`src/hdl/mftmio_defs.svh`:
```
// Register offsets, field positions, mode codes and reset values of the timer mode and I/O block
`ifndef MFTMIO_DEFS_SVH
`define MFTMIO_DEFS_SVH

`define MFTMIO_OFF_MODE0 8'h00
`define MFTMIO_OFF_MODE1 8'h04
`define MFTMIO_OFF_MODE2 8'h08
`define MFTMIO_OFF_MODE3 8'h0c
`define MFTMIO_OFF_MODE4 8'h10
`define MFTMIO_OFF_IOCTL4 8'h14
`define MFTMIO_OFF_GENB4 8'h18
`define MFTMIO_OFF_CNT4 8'h1c
`define MFTMIO_OFF_STATUS 8'h20

`define MFTMIO_IOB_LO 4
`define MFTMIO_IOB_HI 7

`define MFTMIO_MD_NORMAL 4'h0
`define MFTMIO_MD_PWM1 4'h2
`define MFTMIO_MD_PWM2 4'h3
`define MFTMIO_MD_PHASE1 4'h4
`define MFTMIO_MD_PHASE2 4'h5
`define MFTMIO_MD_PHASE3 4'h6
`define MFTMIO_MD_PHASE4 4'h7
`define MFTMIO_MD_RSPWM 4'h8
`define MFTMIO_MD_CPWM1 4'hd
`define MFTMIO_MD_CPWM2 4'he
`define MFTMIO_MD_CPWM3 4'hf

`define MFTMIO_RST_MODE 4'h0
`define MFTMIO_RST_IOCTL 8'h00
`define MFTMIO_RST_GENB 16'h0000

`define MFTMIO_RESP_OKAY 2'b00
`define MFTMIO_RESP_SLVERR 2'b10

`endif

```
`src/hdl/mftmio_pkg.sv`:
```
// Types shared by the timer mode and I/O block
package mftmio_pkg;
  typedef enum logic [10:0] {
    MODE_NORMAL = 11'h001,
    MODE_PWM1 = 11'h002,
    MODE_PWM2 = 11'h004,
    MODE_PHASE1 = 11'h008,
    MODE_PHASE2 = 11'h010,
    MODE_PHASE3 = 11'h020,
    MODE_PHASE4 = 11'h040,
    MODE_RSPWM = 11'h080,
    MODE_CPWM1 = 11'h100,
    MODE_CPWM2 = 11'h200,
    MODE_CPWM3 = 11'h400
  } mftmio_mode_t;

  typedef enum logic [1:0] {
    BUS_IDLE = 2'b01,
    BUS_RESP = 2'b10
  } mftmio_bus_t;
endpackage

```
`src/hdl/mftmio_mode_decode.sv`:
```
// Decoder of one channel's operating-mode field into a mode and a legality flag
`timescale 1ns/10ps
`default_nettype none
`include "mftmio_defs.svh"

module mftmio_mode_decode #(
  parameter int CHANNEL = 0
) (
  // Field
  input wire logic [3:0] modeSel,
  // Result
  output mftmio_pkg::mftmio_mode_t mode,
  output logic legal
);
  always_comb
  begin
    mode = mftmio_pkg::MODE_NORMAL;
    legal = 1'b1;
    case (modeSel)
      `MFTMIO_MD_NORMAL: mode = mftmio_pkg::MODE_NORMAL;
      `MFTMIO_MD_PWM1: mode = mftmio_pkg::MODE_PWM1;
      `MFTMIO_MD_PWM2:
      begin
        mode = mftmio_pkg::MODE_PWM2;
        legal = (CHANNEL != 3) && (CHANNEL != 4);
      end
      `MFTMIO_MD_PHASE1, `MFTMIO_MD_PHASE2, `MFTMIO_MD_PHASE3, `MFTMIO_MD_PHASE4:
      begin
        mode = (modeSel == `MFTMIO_MD_PHASE1) ? mftmio_pkg::MODE_PHASE1 :
               (modeSel == `MFTMIO_MD_PHASE2) ? mftmio_pkg::MODE_PHASE2 :
               (modeSel == `MFTMIO_MD_PHASE3) ? mftmio_pkg::MODE_PHASE3 :
               mftmio_pkg::MODE_PHASE4;
        legal = (CHANNEL == 1) || (CHANNEL == 2);
      end
      `MFTMIO_MD_RSPWM:
      begin
        mode = mftmio_pkg::MODE_RSPWM;
        legal = (CHANNEL == 3);
      end
      `MFTMIO_MD_CPWM1, `MFTMIO_MD_CPWM2, `MFTMIO_MD_CPWM3:
      begin
        mode = (modeSel == `MFTMIO_MD_CPWM1) ? mftmio_pkg::MODE_CPWM1 :
               (modeSel == `MFTMIO_MD_CPWM2) ? mftmio_pkg::MODE_CPWM2 :
               mftmio_pkg::MODE_CPWM3;
        legal = (CHANNEL == 3);
      end
      default:
      begin
        // Prohibited codes fall back to normal counting
        mode = mftmio_pkg::MODE_NORMAL;
        legal = 1'b0;
      end
    endcase
  end
endmodule
`default_nettype wire

```
`src/hdl/mftmio_pin_ctrl.sv`:
```
// Compare-output and capture-edge logic for the channel 4 B pin
`timescale 1ns/10ps
`default_nettype none
`include "mftmio_defs.svh"

module mftmio_pin_ctrl (
  // Clock and reset
  input wire logic clock,
  input wire logic nrst,
  // Control
  input wire logic [3:0] ioCtl,
  input wire logic ioLoad,
  input wire logic compareMatch,
  input wire logic pinSync,
  // Results
  output logic pinOut,
  output logic pinOe,
  output logic captureEvent
);
  typedef struct packed {
    logic level;
    logic prevIn;
    logic primed;
  } mftmio_pin_state_t;

  mftmio_pin_state_t st, next_st;
  logic isCapture;
  logic rise;
  logic fall;

  always_comb
  begin
    next_st = st;
    isCapture = ioCtl[3];
    rise = pinSync && !st.prevIn;
    fall = !pinSync && st.prevIn;
    next_st.prevIn = pinSync;
    if (!st.primed)
      next_st.primed = 1'b1;
    captureEvent = 1'b0;
    // Retain settings keep the level the pin already has
    if (ioLoad && !isCapture && (ioCtl[1:0] != 2'b00))
      next_st.level = ioCtl[2];
    else if (!isCapture && compareMatch)
    begin
      case (ioCtl[1:0])
        2'b00: next_st.level = st.level;
        2'b01: next_st.level = 1'b0;
        2'b10: next_st.level = 1'b1;
        2'b11: next_st.level = !st.level;
      endcase
    end
    if (isCapture && st.primed)
    begin
      case (ioCtl[1:0])
        2'b00: captureEvent = rise;
        2'b01: captureEvent = fall;
        default: captureEvent = rise || fall;
      endcase
    end
    pinOut = st.level;
    pinOe = !isCapture;
  end

  always_ff @(posedge clock)
  begin
    if (!nrst)
      st <= '0;
    else
      st <= next_st;
  end
endmodule
`default_nettype wire

```
`src/hdl/mftmio_top.sv`:
```
// Timer mode selection and channel 4 B pin control behind an AXI4-Lite slave
//
// How it works
// 0000 normal, 0010 PWM1, 0011 PWM2; 0001 prohibited
// 0100 to 0111 select phase counting 1-4
// 1000 reset-sync PWM, 1101/1110/1111 complementary PWM
// Software keeps PWM mode 2 off channels 3, 4
// Software keeps phase counting off channels 0, 3, 4
// Reset-sync and complementary PWM only on channel 3
// Channel 4 follows channel 3 in those modes
// Software never writes those modes into channel 4
// Compare mode: 01 drives low, 00 retains output
// Compare mode 10 drives pin high on match
// Compare mode 11 toggles pin on match
// Capture mode: 00 rising, 01 falling, 1x both
// Pin drives 0 after reset until programmed
// Match when counter equals general register B
`timescale 1ns/10ps
`default_nettype none
`include "mftmio_defs.svh"

module mftmio_top #(
  parameter int NUM_CH = 5,
  parameter int CNT_W = 16
) (
  // Clock and reset
  input wire logic clock,
  input wire logic nrst,
  // AXI4-Lite write address
  input wire logic [7:0] s_axi_awaddr,
  input wire logic s_axi_awvalid,
  output logic s_axi_awready,
  // AXI4-Lite write data
  input wire logic [31:0] s_axi_wdata,
  input wire logic [3:0] s_axi_wstrb,
  input wire logic s_axi_wvalid,
  output logic s_axi_wready,
  // AXI4-Lite write response
  output logic [1:0] s_axi_bresp,
  output logic s_axi_bvalid,
  input wire logic s_axi_bready,
  // AXI4-Lite read address
  input wire logic [7:0] s_axi_araddr,
  input wire logic s_axi_arvalid,
  output logic s_axi_arready,
  // AXI4-Lite read data
  output logic [31:0] s_axi_rdata,
  output logic [1:0] s_axi_rresp,
  output logic s_axi_rvalid,
  input wire logic s_axi_rready,
  // Channel 4 B capture/compare pin
  input wire logic ch4_b_capture_compare_pin_in,
  output logic ch4_b_capture_compare_pin_out,
  output logic ch4_b_capture_compare_pin_oe,
  // Channel states
  output logic [NUM_CH*4-1:0] effectiveMode,
  output logic compareMatch4b,
  output logic captureEvent4b
);
  typedef struct packed {
    logic [NUM_CH-1:0][3:0] modeSel;
    logic [7:0] ch4_io_control_high;
    logic [CNT_W-1:0] ch4_general_reg_b;
    logic [CNT_W-1:0] counter4;
    logic ioLoad;
    logic [NUM_CH-1:0] illegal;
    logic awHeld;
    logic [7:0] awAddr;
    logic wHeld;
    logic [31:0] wData;
    logic [3:0] wStrb;
    logic bvalid;
    logic [1:0] bresp;
    logic rvalid;
    logic [31:0] rdata;
    logic [1:0] rresp;
    logic pinMeta;
    logic pinSync;
    logic [NUM_CH*4-1:0] effMode;
    logic match;
    logic capEv;
    logic pinOut;
    logic pinOe;
    // Registered readies
    logic awReady;
    logic wReady;
    logic arReady;
  } mftmio_state_t;

  // Channel 3 leads channel 4 in the synchronous PWM modes
  localparam int CH3 = 3;
  localparam int CH4 = 4;

  mftmio_state_t st, next_st;
  mftmio_pkg::mftmio_mode_t chMode [NUM_CH];
  logic [NUM_CH-1:0] chLegal;
  logic [3:0] chEff [NUM_CH];
  logic ch3Sync;
  logic [3:0] ch4ModeEff;
  logic pinOutC;
  logic pinOeC;
  logic capEvC;
  logic matchC;
  logic doWrite;
  logic doRead;
  logic [31:0] wMask;

  genvar g;
  generate
    for (g = 0; g < NUM_CH; g = g + 1)
    begin : g_dec
      mftmio_mode_decode #(
        .CHANNEL(g)
      ) u_dec (
        .modeSel(st.modeSel[g]),
        .mode(chMode[g]),
        .legal(chLegal[g])
      );
      // A refused code runs as normal counting rather than half-configured
      assign chEff[g] = chLegal[g] ? st.modeSel[g] : `MFTMIO_MD_NORMAL;
    end
  endgenerate

  mftmio_pin_ctrl u_pin (
    .clock(clock),
    .nrst(nrst),
    .ioCtl(st.ch4_io_control_high[`MFTMIO_IOB_HI:`MFTMIO_IOB_LO]),
    .ioLoad(st.ioLoad),
    .compareMatch(matchC),
    .pinSync(st.pinSync),
    .pinOut(pinOutC),
    .pinOe(pinOeC),
    .captureEvent(capEvC)
  );

  always_comb
  begin
    next_st = st;
    next_st.ioLoad = 1'b0;

    // Pin passes two flops before anything looks at it
    next_st.pinMeta = ch4_b_capture_compare_pin_in;
    next_st.pinSync = st.pinMeta;

    ch3Sync = (chMode[CH3] == mftmio_pkg::MODE_RSPWM) ||
              (chMode[CH3] == mftmio_pkg::MODE_CPWM1) ||
              (chMode[CH3] == mftmio_pkg::MODE_CPWM2) ||
              (chMode[CH3] == mftmio_pkg::MODE_CPWM3);
    // Channel 4 own field is ignored while channel 3 drives it
    ch4ModeEff = ch3Sync ? chEff[CH3] : chEff[CH4];
    for (int i = 0; i < NUM_CH; i++)
    begin
      next_st.effMode[i*4 +: 4] = chEff[i];
      next_st.illegal[i] = !chLegal[i];
    end
    next_st.effMode[CH4*4 +: 4] = ch4ModeEff;
    // A stray code left in channel 4 is not flagged while it is overridden
    if (ch3Sync)
      next_st.illegal[CH4] = 1'b0;

    // Counter free-runs; software may reload it to place the next match
    next_st.counter4 = st.counter4 + 1'b1;
    // In capture mode register B holds a timestamp, so it must not match
    matchC = 1'b0;
    if (!st.ch4_io_control_high[`MFTMIO_IOB_HI])
      matchC = (st.counter4 == st.ch4_general_reg_b);
    next_st.match = matchC;
    next_st.capEv = capEvC;
    next_st.pinOut = pinOutC;
    next_st.pinOe = pinOeC;
    // A bus write to register B in the same cycle lands after the capture and wins
    if (capEvC)
      next_st.ch4_general_reg_b = st.counter4;

    // Write channel
    // Address and data may come in either order; each waits for the other
    if (s_axi_awvalid && !st.awHeld)
    begin
      next_st.awHeld = 1'b1;
      next_st.awAddr = s_axi_awaddr;
    end
    if (s_axi_wvalid && !st.wHeld)
    begin
      next_st.wHeld = 1'b1;
      next_st.wData = s_axi_wdata;
      next_st.wStrb = s_axi_wstrb;
    end
    // A new write waits while its response is still pending
    doWrite = st.awHeld && st.wHeld && !st.bvalid;
    for (int b = 0; b < 4; b++)
      wMask[b*8 +: 8] = {8{st.wStrb[b]}};
    if (doWrite)
    begin
      next_st.awHeld = 1'b0;
      next_st.wHeld = 1'b0;
      next_st.bvalid = 1'b1;
      next_st.bresp = `MFTMIO_RESP_OKAY;
      // Mode offsets are four bytes apart, so address bits 4:2 pick the channel
      case (st.awAddr)
        `MFTMIO_OFF_MODE0, `MFTMIO_OFF_MODE1, `MFTMIO_OFF_MODE2,
        `MFTMIO_OFF_MODE3, `MFTMIO_OFF_MODE4:
        begin
          if (st.wStrb[0])
            next_st.modeSel[st.awAddr[4:2]] = st.wData[3:0];
        end
        `MFTMIO_OFF_IOCTL4:
        begin
          if (st.wStrb[0])
          begin
            // The pin takes its initial level two cycles after this write lands
            next_st.ch4_io_control_high = st.wData[7:0];
            next_st.ioLoad = 1'b1;
          end
        end
        `MFTMIO_OFF_GENB4:
          next_st.ch4_general_reg_b = (st.ch4_general_reg_b & ~wMask[CNT_W-1:0]) |
                                      (st.wData[CNT_W-1:0] & wMask[CNT_W-1:0]);
        // A counter write replaces this cycle's increment
        `MFTMIO_OFF_CNT4:
          next_st.counter4 = (st.counter4 & ~wMask[CNT_W-1:0]) |
                             (st.wData[CNT_W-1:0] & wMask[CNT_W-1:0]);
        // Unmapped offsets answer with an error and change nothing
        default: next_st.bresp = `MFTMIO_RESP_SLVERR;
      endcase
    end

    // Response drops once the master has taken it
    if (st.bvalid && s_axi_bready)
      next_st.bvalid = 1'b0;

    // Read channel
    // A read is answered one cycle after its address is taken
    doRead = s_axi_arvalid && !st.rvalid;
    if (doRead)
    begin
      next_st.rvalid = 1'b1;
      next_st.rresp = `MFTMIO_RESP_OKAY;
      next_st.rdata = 32'h00000000;
      case (s_axi_araddr)
        `MFTMIO_OFF_MODE0, `MFTMIO_OFF_MODE1, `MFTMIO_OFF_MODE2,
        `MFTMIO_OFF_MODE3, `MFTMIO_OFF_MODE4:
          next_st.rdata[3:0] = st.modeSel[s_axi_araddr[4:2]];
        `MFTMIO_OFF_IOCTL4: next_st.rdata[7:0] = st.ch4_io_control_high;
        `MFTMIO_OFF_GENB4: next_st.rdata[CNT_W-1:0] = st.ch4_general_reg_b;
        `MFTMIO_OFF_CNT4: next_st.rdata[CNT_W-1:0] = st.counter4;
        `MFTMIO_OFF_STATUS:
        begin
          // Illegal-mode flags first, then the event and live pin bits
          next_st.rdata[NUM_CH-1:0] = st.illegal;
          next_st.rdata[NUM_CH] = st.capEv;
          next_st.rdata[NUM_CH+1] = st.match;
          next_st.rdata[NUM_CH+2] = st.pinOut;
          next_st.rdata[NUM_CH+3] = st.pinSync;
        end
        default: next_st.rresp = `MFTMIO_RESP_SLVERR;
      endcase
    end
    if (st.rvalid && s_axi_rready)
      next_st.rvalid = 1'b0;

    // Readies are registered copies, so every bus output leaves a flop
    next_st.awReady = !next_st.awHeld;
    next_st.wReady = !next_st.wHeld;
    next_st.arReady = !next_st.rvalid;
  end

  always_ff @(posedge clock)
  begin
    if (!nrst)
    begin
      st <= '0;
      st.ch4_io_control_high <= `MFTMIO_RST_IOCTL;
      st.ch4_general_reg_b <= `MFTMIO_RST_GENB;
      // Readies and pin enable come out of reset high
      st.pinOe <= 1'b1;
      st.awReady <= 1'b1;
      st.wReady <= 1'b1;
      st.arReady <= 1'b1;
    end
    else
      st <= next_st;
  end

  // Bus side
  assign s_axi_awready = st.awReady;
  assign s_axi_wready = st.wReady;
  assign s_axi_bvalid = st.bvalid;
  assign s_axi_bresp = st.bresp;
  assign s_axi_arready = st.arReady;
  assign s_axi_rvalid = st.rvalid;
  assign s_axi_rdata = st.rdata;
  assign s_axi_rresp = st.rresp;

  // Timer side
  // Pin is a driven 0 straight out of reset
  assign ch4_b_capture_compare_pin_out = st.pinOut;
  assign ch4_b_capture_compare_pin_oe = st.pinOe;
  assign effectiveMode = st.effMode;
  assign compareMatch4b = st.match;
  assign captureEvent4b = st.capEv;
endmodule
`default_nettype wire

```
`config.mk`:
```
export PLATFORM = sky130hd
export DESIGN_NAME = mftmio_top
export DESIGN_NICKNAME = d
export VERILOG_FILES = /design/src/hdl/mftmio_pkg.sv /design/src/hdl/mftmio_mode_decode.sv /design/src/hdl/mftmio_pin_ctrl.sv /design/src/hdl/mftmio_top.sv
export VERILOG_INCLUDE_DIRS = /design/src /design/src/hdl
export SDC_FILE = /design/constraint.sdc
export NUM_CORES = 1
export LEC_CHECK = 0
export BUFFER_PORTS_ARGS = -buffer_cell sky130_fd_sc_hd__buf_2
export CAP_MARGIN = 40
export CORE_MARGIN = 1.5
export CORE_UTILIZATION = 35
export DETAILED_ROUTE_END_ITERATION = 7
export HOLD_SLACK_MARGIN = 0.05
export MAX_ROUTING_LAYER = met4
export PLACE_DENSITY_LB_ADDON = 0.3
export SKIP_CTS_REPAIR_TIMING = 1
export SYNTH_ARGS = -nofsm -noshare
export SYNTH_HDL_FRONTEND = slang
export SYNTH_SLANG_ARGS = --single-unit
```
`constraint.sdc`:
```
create_clock -name clock -period 3.5 [get_ports clock]
set_clock_uncertainty 0.1 [all_clocks]
set_input_delay 0.7 -clock clock [delete_from_list [all_inputs] [get_ports clock]]
set_output_delay 0.7 -clock clock [all_outputs]
set_load 0.01 [all_outputs]
```
==> run_results.csv <==
group,metric,value,unit
min_path,hold_path_depth,1,
synth,seq_area_frac_synth,0.439,
synth,syn-cell-area,0.00666,mm²
clock_tree,cts_sinks,146,
global_routing,grt_pass1_wl,26300,µm
min_path,whs_endpoint,"st[27]",
drt,post-route-drc-count,0,
floorplan,die-height,141,µm
clock_tree,cts_buffers,17,
min_path,min-delay-start,"next_st[27]",
floorplan,dieWidth,141,µm
drt,vias,5379,
global_routing,grt_pass1_vias,4950,
job,maxCapViolations,0,
synth,syn-mean-instance-area,8.49,µm²
drt,dr.pass1.iters,5,
power,power.density,507,mW/mm²
timing,rsz0062_at_grt,"no",
timing,tns,0,ps
layout,final_cells,1062,
synth,ys_types,62,
power,power_switching,0.000883,W
synth,synth_edf_count,0,
run_status,outcome,"finished, final reports clean",
synth,synth_top_flop_cell,"dfxtp_1",
power,pwr-share-seq,0.458,
timing,setup_viol,0,
global_routing,overflow,0,
timing,hold_viol_final,0,
power,leakage,3.00,nW
place,numPlacedInstances,1030,
worst_setup_path,crit_fanout,9,
power,internal_power,0.00293,W
synth,synthArstFlopShare,0,
synth,synth_top_area_cell,"dfxtp_1",
drt,wl,16200,µm
min_path,holdCritPathClass,"reg -> reg",
floorplan,floorplan.rows,50,
floorplan,initial_core_util,0.356,
worst_setup_path,endpoint_kind,"register",
drt,vias_per_cell,5.06,
place,globalplace.congestion,0.871,
layout,antennaDiodeCount,0,
timing,final_max_slew_viol_count,0,
synth,synth.top_cell.area_share,0.439,
timing,max_freq,405,MHz
clock_tree,htreeDepth,4,
clock_tree,clk_latency,430,ps
place,port_buffers,88,
clock_tree,cts-root-buf,"clkbuf_16",
clock_tree,cts_buffer_depth,2,
drt,wl_per_cell,15.3,µm
timing,period_needed,2470,ps
synth,yosysWarningCount,0,
timing,tightestPinTransition,853,ps
timing,post-route-period-util,0.705,
drt,antenna_left,0,
worst_setup_path,rr_startpoint,"st[104]",
power,ir_drop,0.000323,V
floorplan,ios,125,
synth,syn_inst,784,
worst_setup_path,slowest_delay,590,ps
synth,synth_most_common_cell,"dfxtp_1",
synth,yosys-top-cells-area,"dfxtp_1 44%, buf_4 6.7%, nand2_1 5.1%",
global_routing,grt_usage,0.172,
global_routing,grt_max_degree,67,
worst_setup_path,start_kind,"register",
worst_setup_path,required,3750,ps
worst_setup_path,crit_chain,"or4_4, nor4_4, buf_4, nand3_2, and2_1, a21oi_1",
floorplan,die_area,0.0199,mm²
drt,first_iter_violations,377,
worst_setup_path,reg2reg_depth,6,
clock_tree,clk_pin_slew,60,ps
worst_setup_path,worst-setup-path-type,"reg -> reg",
layout,nNetsFinal,878,
worst_setup_path,arrival,2720,ps
worst_setup_path,r2r_slack,1030,ps
layout,drive_above_1_share,0.179,
power,pwr-share-clk,0.482,
timing,max_slew_margin,0.431,
clock_tree,cts_tree,"yes",
floorplan,design.core.area,0.0187,mm²
power,power_frac_comb,0.060,
place,dpl.hpwl,11500,µm
layout,syn_to_final_growth,13.2,%
power,switching_share,0.231,
global_routing,antenna_found_initial,0,
synth,synth_common_cells,"146 x dfxtp_1, 91 x nand2_1, 65 x a21oi_1",
synth,synth-seq-cells,146,
worst_setup_path,slowest_stage,"or4_4",
worst max-delay path, delay by kind of cell, from the launching register on:
kind / cells / cell delay [ps]
AO/OA/AOI/OAI: 1 / 180
buffers and inverters: 1 / 260
AND/OR/NAND/NOR: 4 / 1550
flip-flops: 1 / 310
metrics by stage:
stage	cell area (µm²)	worst slack, ps	hold WS, ps	util	total power (W)
after floorplan	6730	1150	312	-	0.00195
after global placement	6920	958	335	0.370	0.00201
after detailed placement	6930	895	320	0.371	0.00202
after CTS	7530	967	355	0.403	0.00386
after global routing	7530	913	374	0.403	0.00397
final	7530	1030	357	0.403	0.00382
routing by layer:
layer / vias to the layer above / global-route usage / part of all wire
li1: 2753 / - / -
met1: 2482 / 0.243 / 0.51
met2: 127 / 0.246 / 0.43
met3: 17 / 0.0329 / 0.044
met4: 0 / 0.0592 / 0.013
met5: - / - / 0
kinds of logic (layout without fill, tap and decap cells):
group | Yosys count | after routing | synth area share
adders and majority gates | 3 | 3 | 0.00564
buffers and inverters | 138 | 161 | 0.114
DFF | 146 | 146 | 0.439
other | 1 | 22 | 0.000563
muxes | 19 | 19 | 0.0363
xor gates and xnor gates | 19 | 19 | 0.0250
and+or+nand+nor | 293 | 293 | 0.219
AOI/OAI and AO/OA | 165 | 165 | 0.160
how the worst max path moves through the flow:
stage	startpoint	to	slack, ps	cells past startpoint
floorplan	s_axi_araddr[3]	s_axi_rdata[2]	1150	6
global placement	s_axi_araddr[7]	s_axi_rdata[7]	960	7
detailed placement	s_axi_araddr[7]	s_axi_rdata[4]	900	7
CTS	st[104]	register	970	6
global route	st[104]	register	910	6
finish	st[104]	register	1030	6
cell type report:
| cell class | instances | area, µm² |
|---|---|---|
| repair buffers | 101 | 551 |
| inverters | 28 | 105 |
| fillers | 1895 | 11200 |
| multi-input cells | 521 | 3060 |
| well taps | 234 | 293 |
| clock buffers | 24 | 502 |
| clock inverters | 8 | 100 |
| flip-flops and latches | 146 | 2920 |
layout by cell type, fill, tap and decap left out, types with 3 or more instances in the layout:
master	Yosys	routed
mux4_2	4	4
nor2b_1	10	10
and3_1	9	9
xor2_1	18	18
dfxtp_1	146	146
nand3_1	53	53
a21oi_1	65	65
inv_1	27	27
nor4_1	8	7
nor2_1	51	51
conb_1	1	22
ha_1	3	3
nor3_1	24	24
a22o_1	4	4
or3_1	4	4
buf_4	59	12
nand2_1	91	91
nand3_2	3	3
buf_2	7	88
a221oi_1	13	13
clkinv_2	0	3
mux2i_1	14	14
nand2b_1	8	8
o21ai_0	24	24
a211oi_1	11	11
a31oi_1	10	10
o221ai_1	19	19
a222oi_1	3	3
clkbuf_8	0	5
nand4_1	3	3
clkbuf_16	0	17
and2_1	13	13
power groups by stage:
stage | clock, W | combinational, W | sequential, W
2_1_floorplan | 0 | 0.000191 | 0.00176
3_3_place_gp | 0 | 0.000230 | 0.00178
3_5_place_dp | 0 | 0.000232 | 0.00179
4_1_cts | 0.00188 | 0.000233 | 0.00175
5_1_grt | 0.00196 | 0.000258 | 0.00176
6_report | 0.00184 | 0.000229 | 0.00175
(Power assumes the default switching activity.)
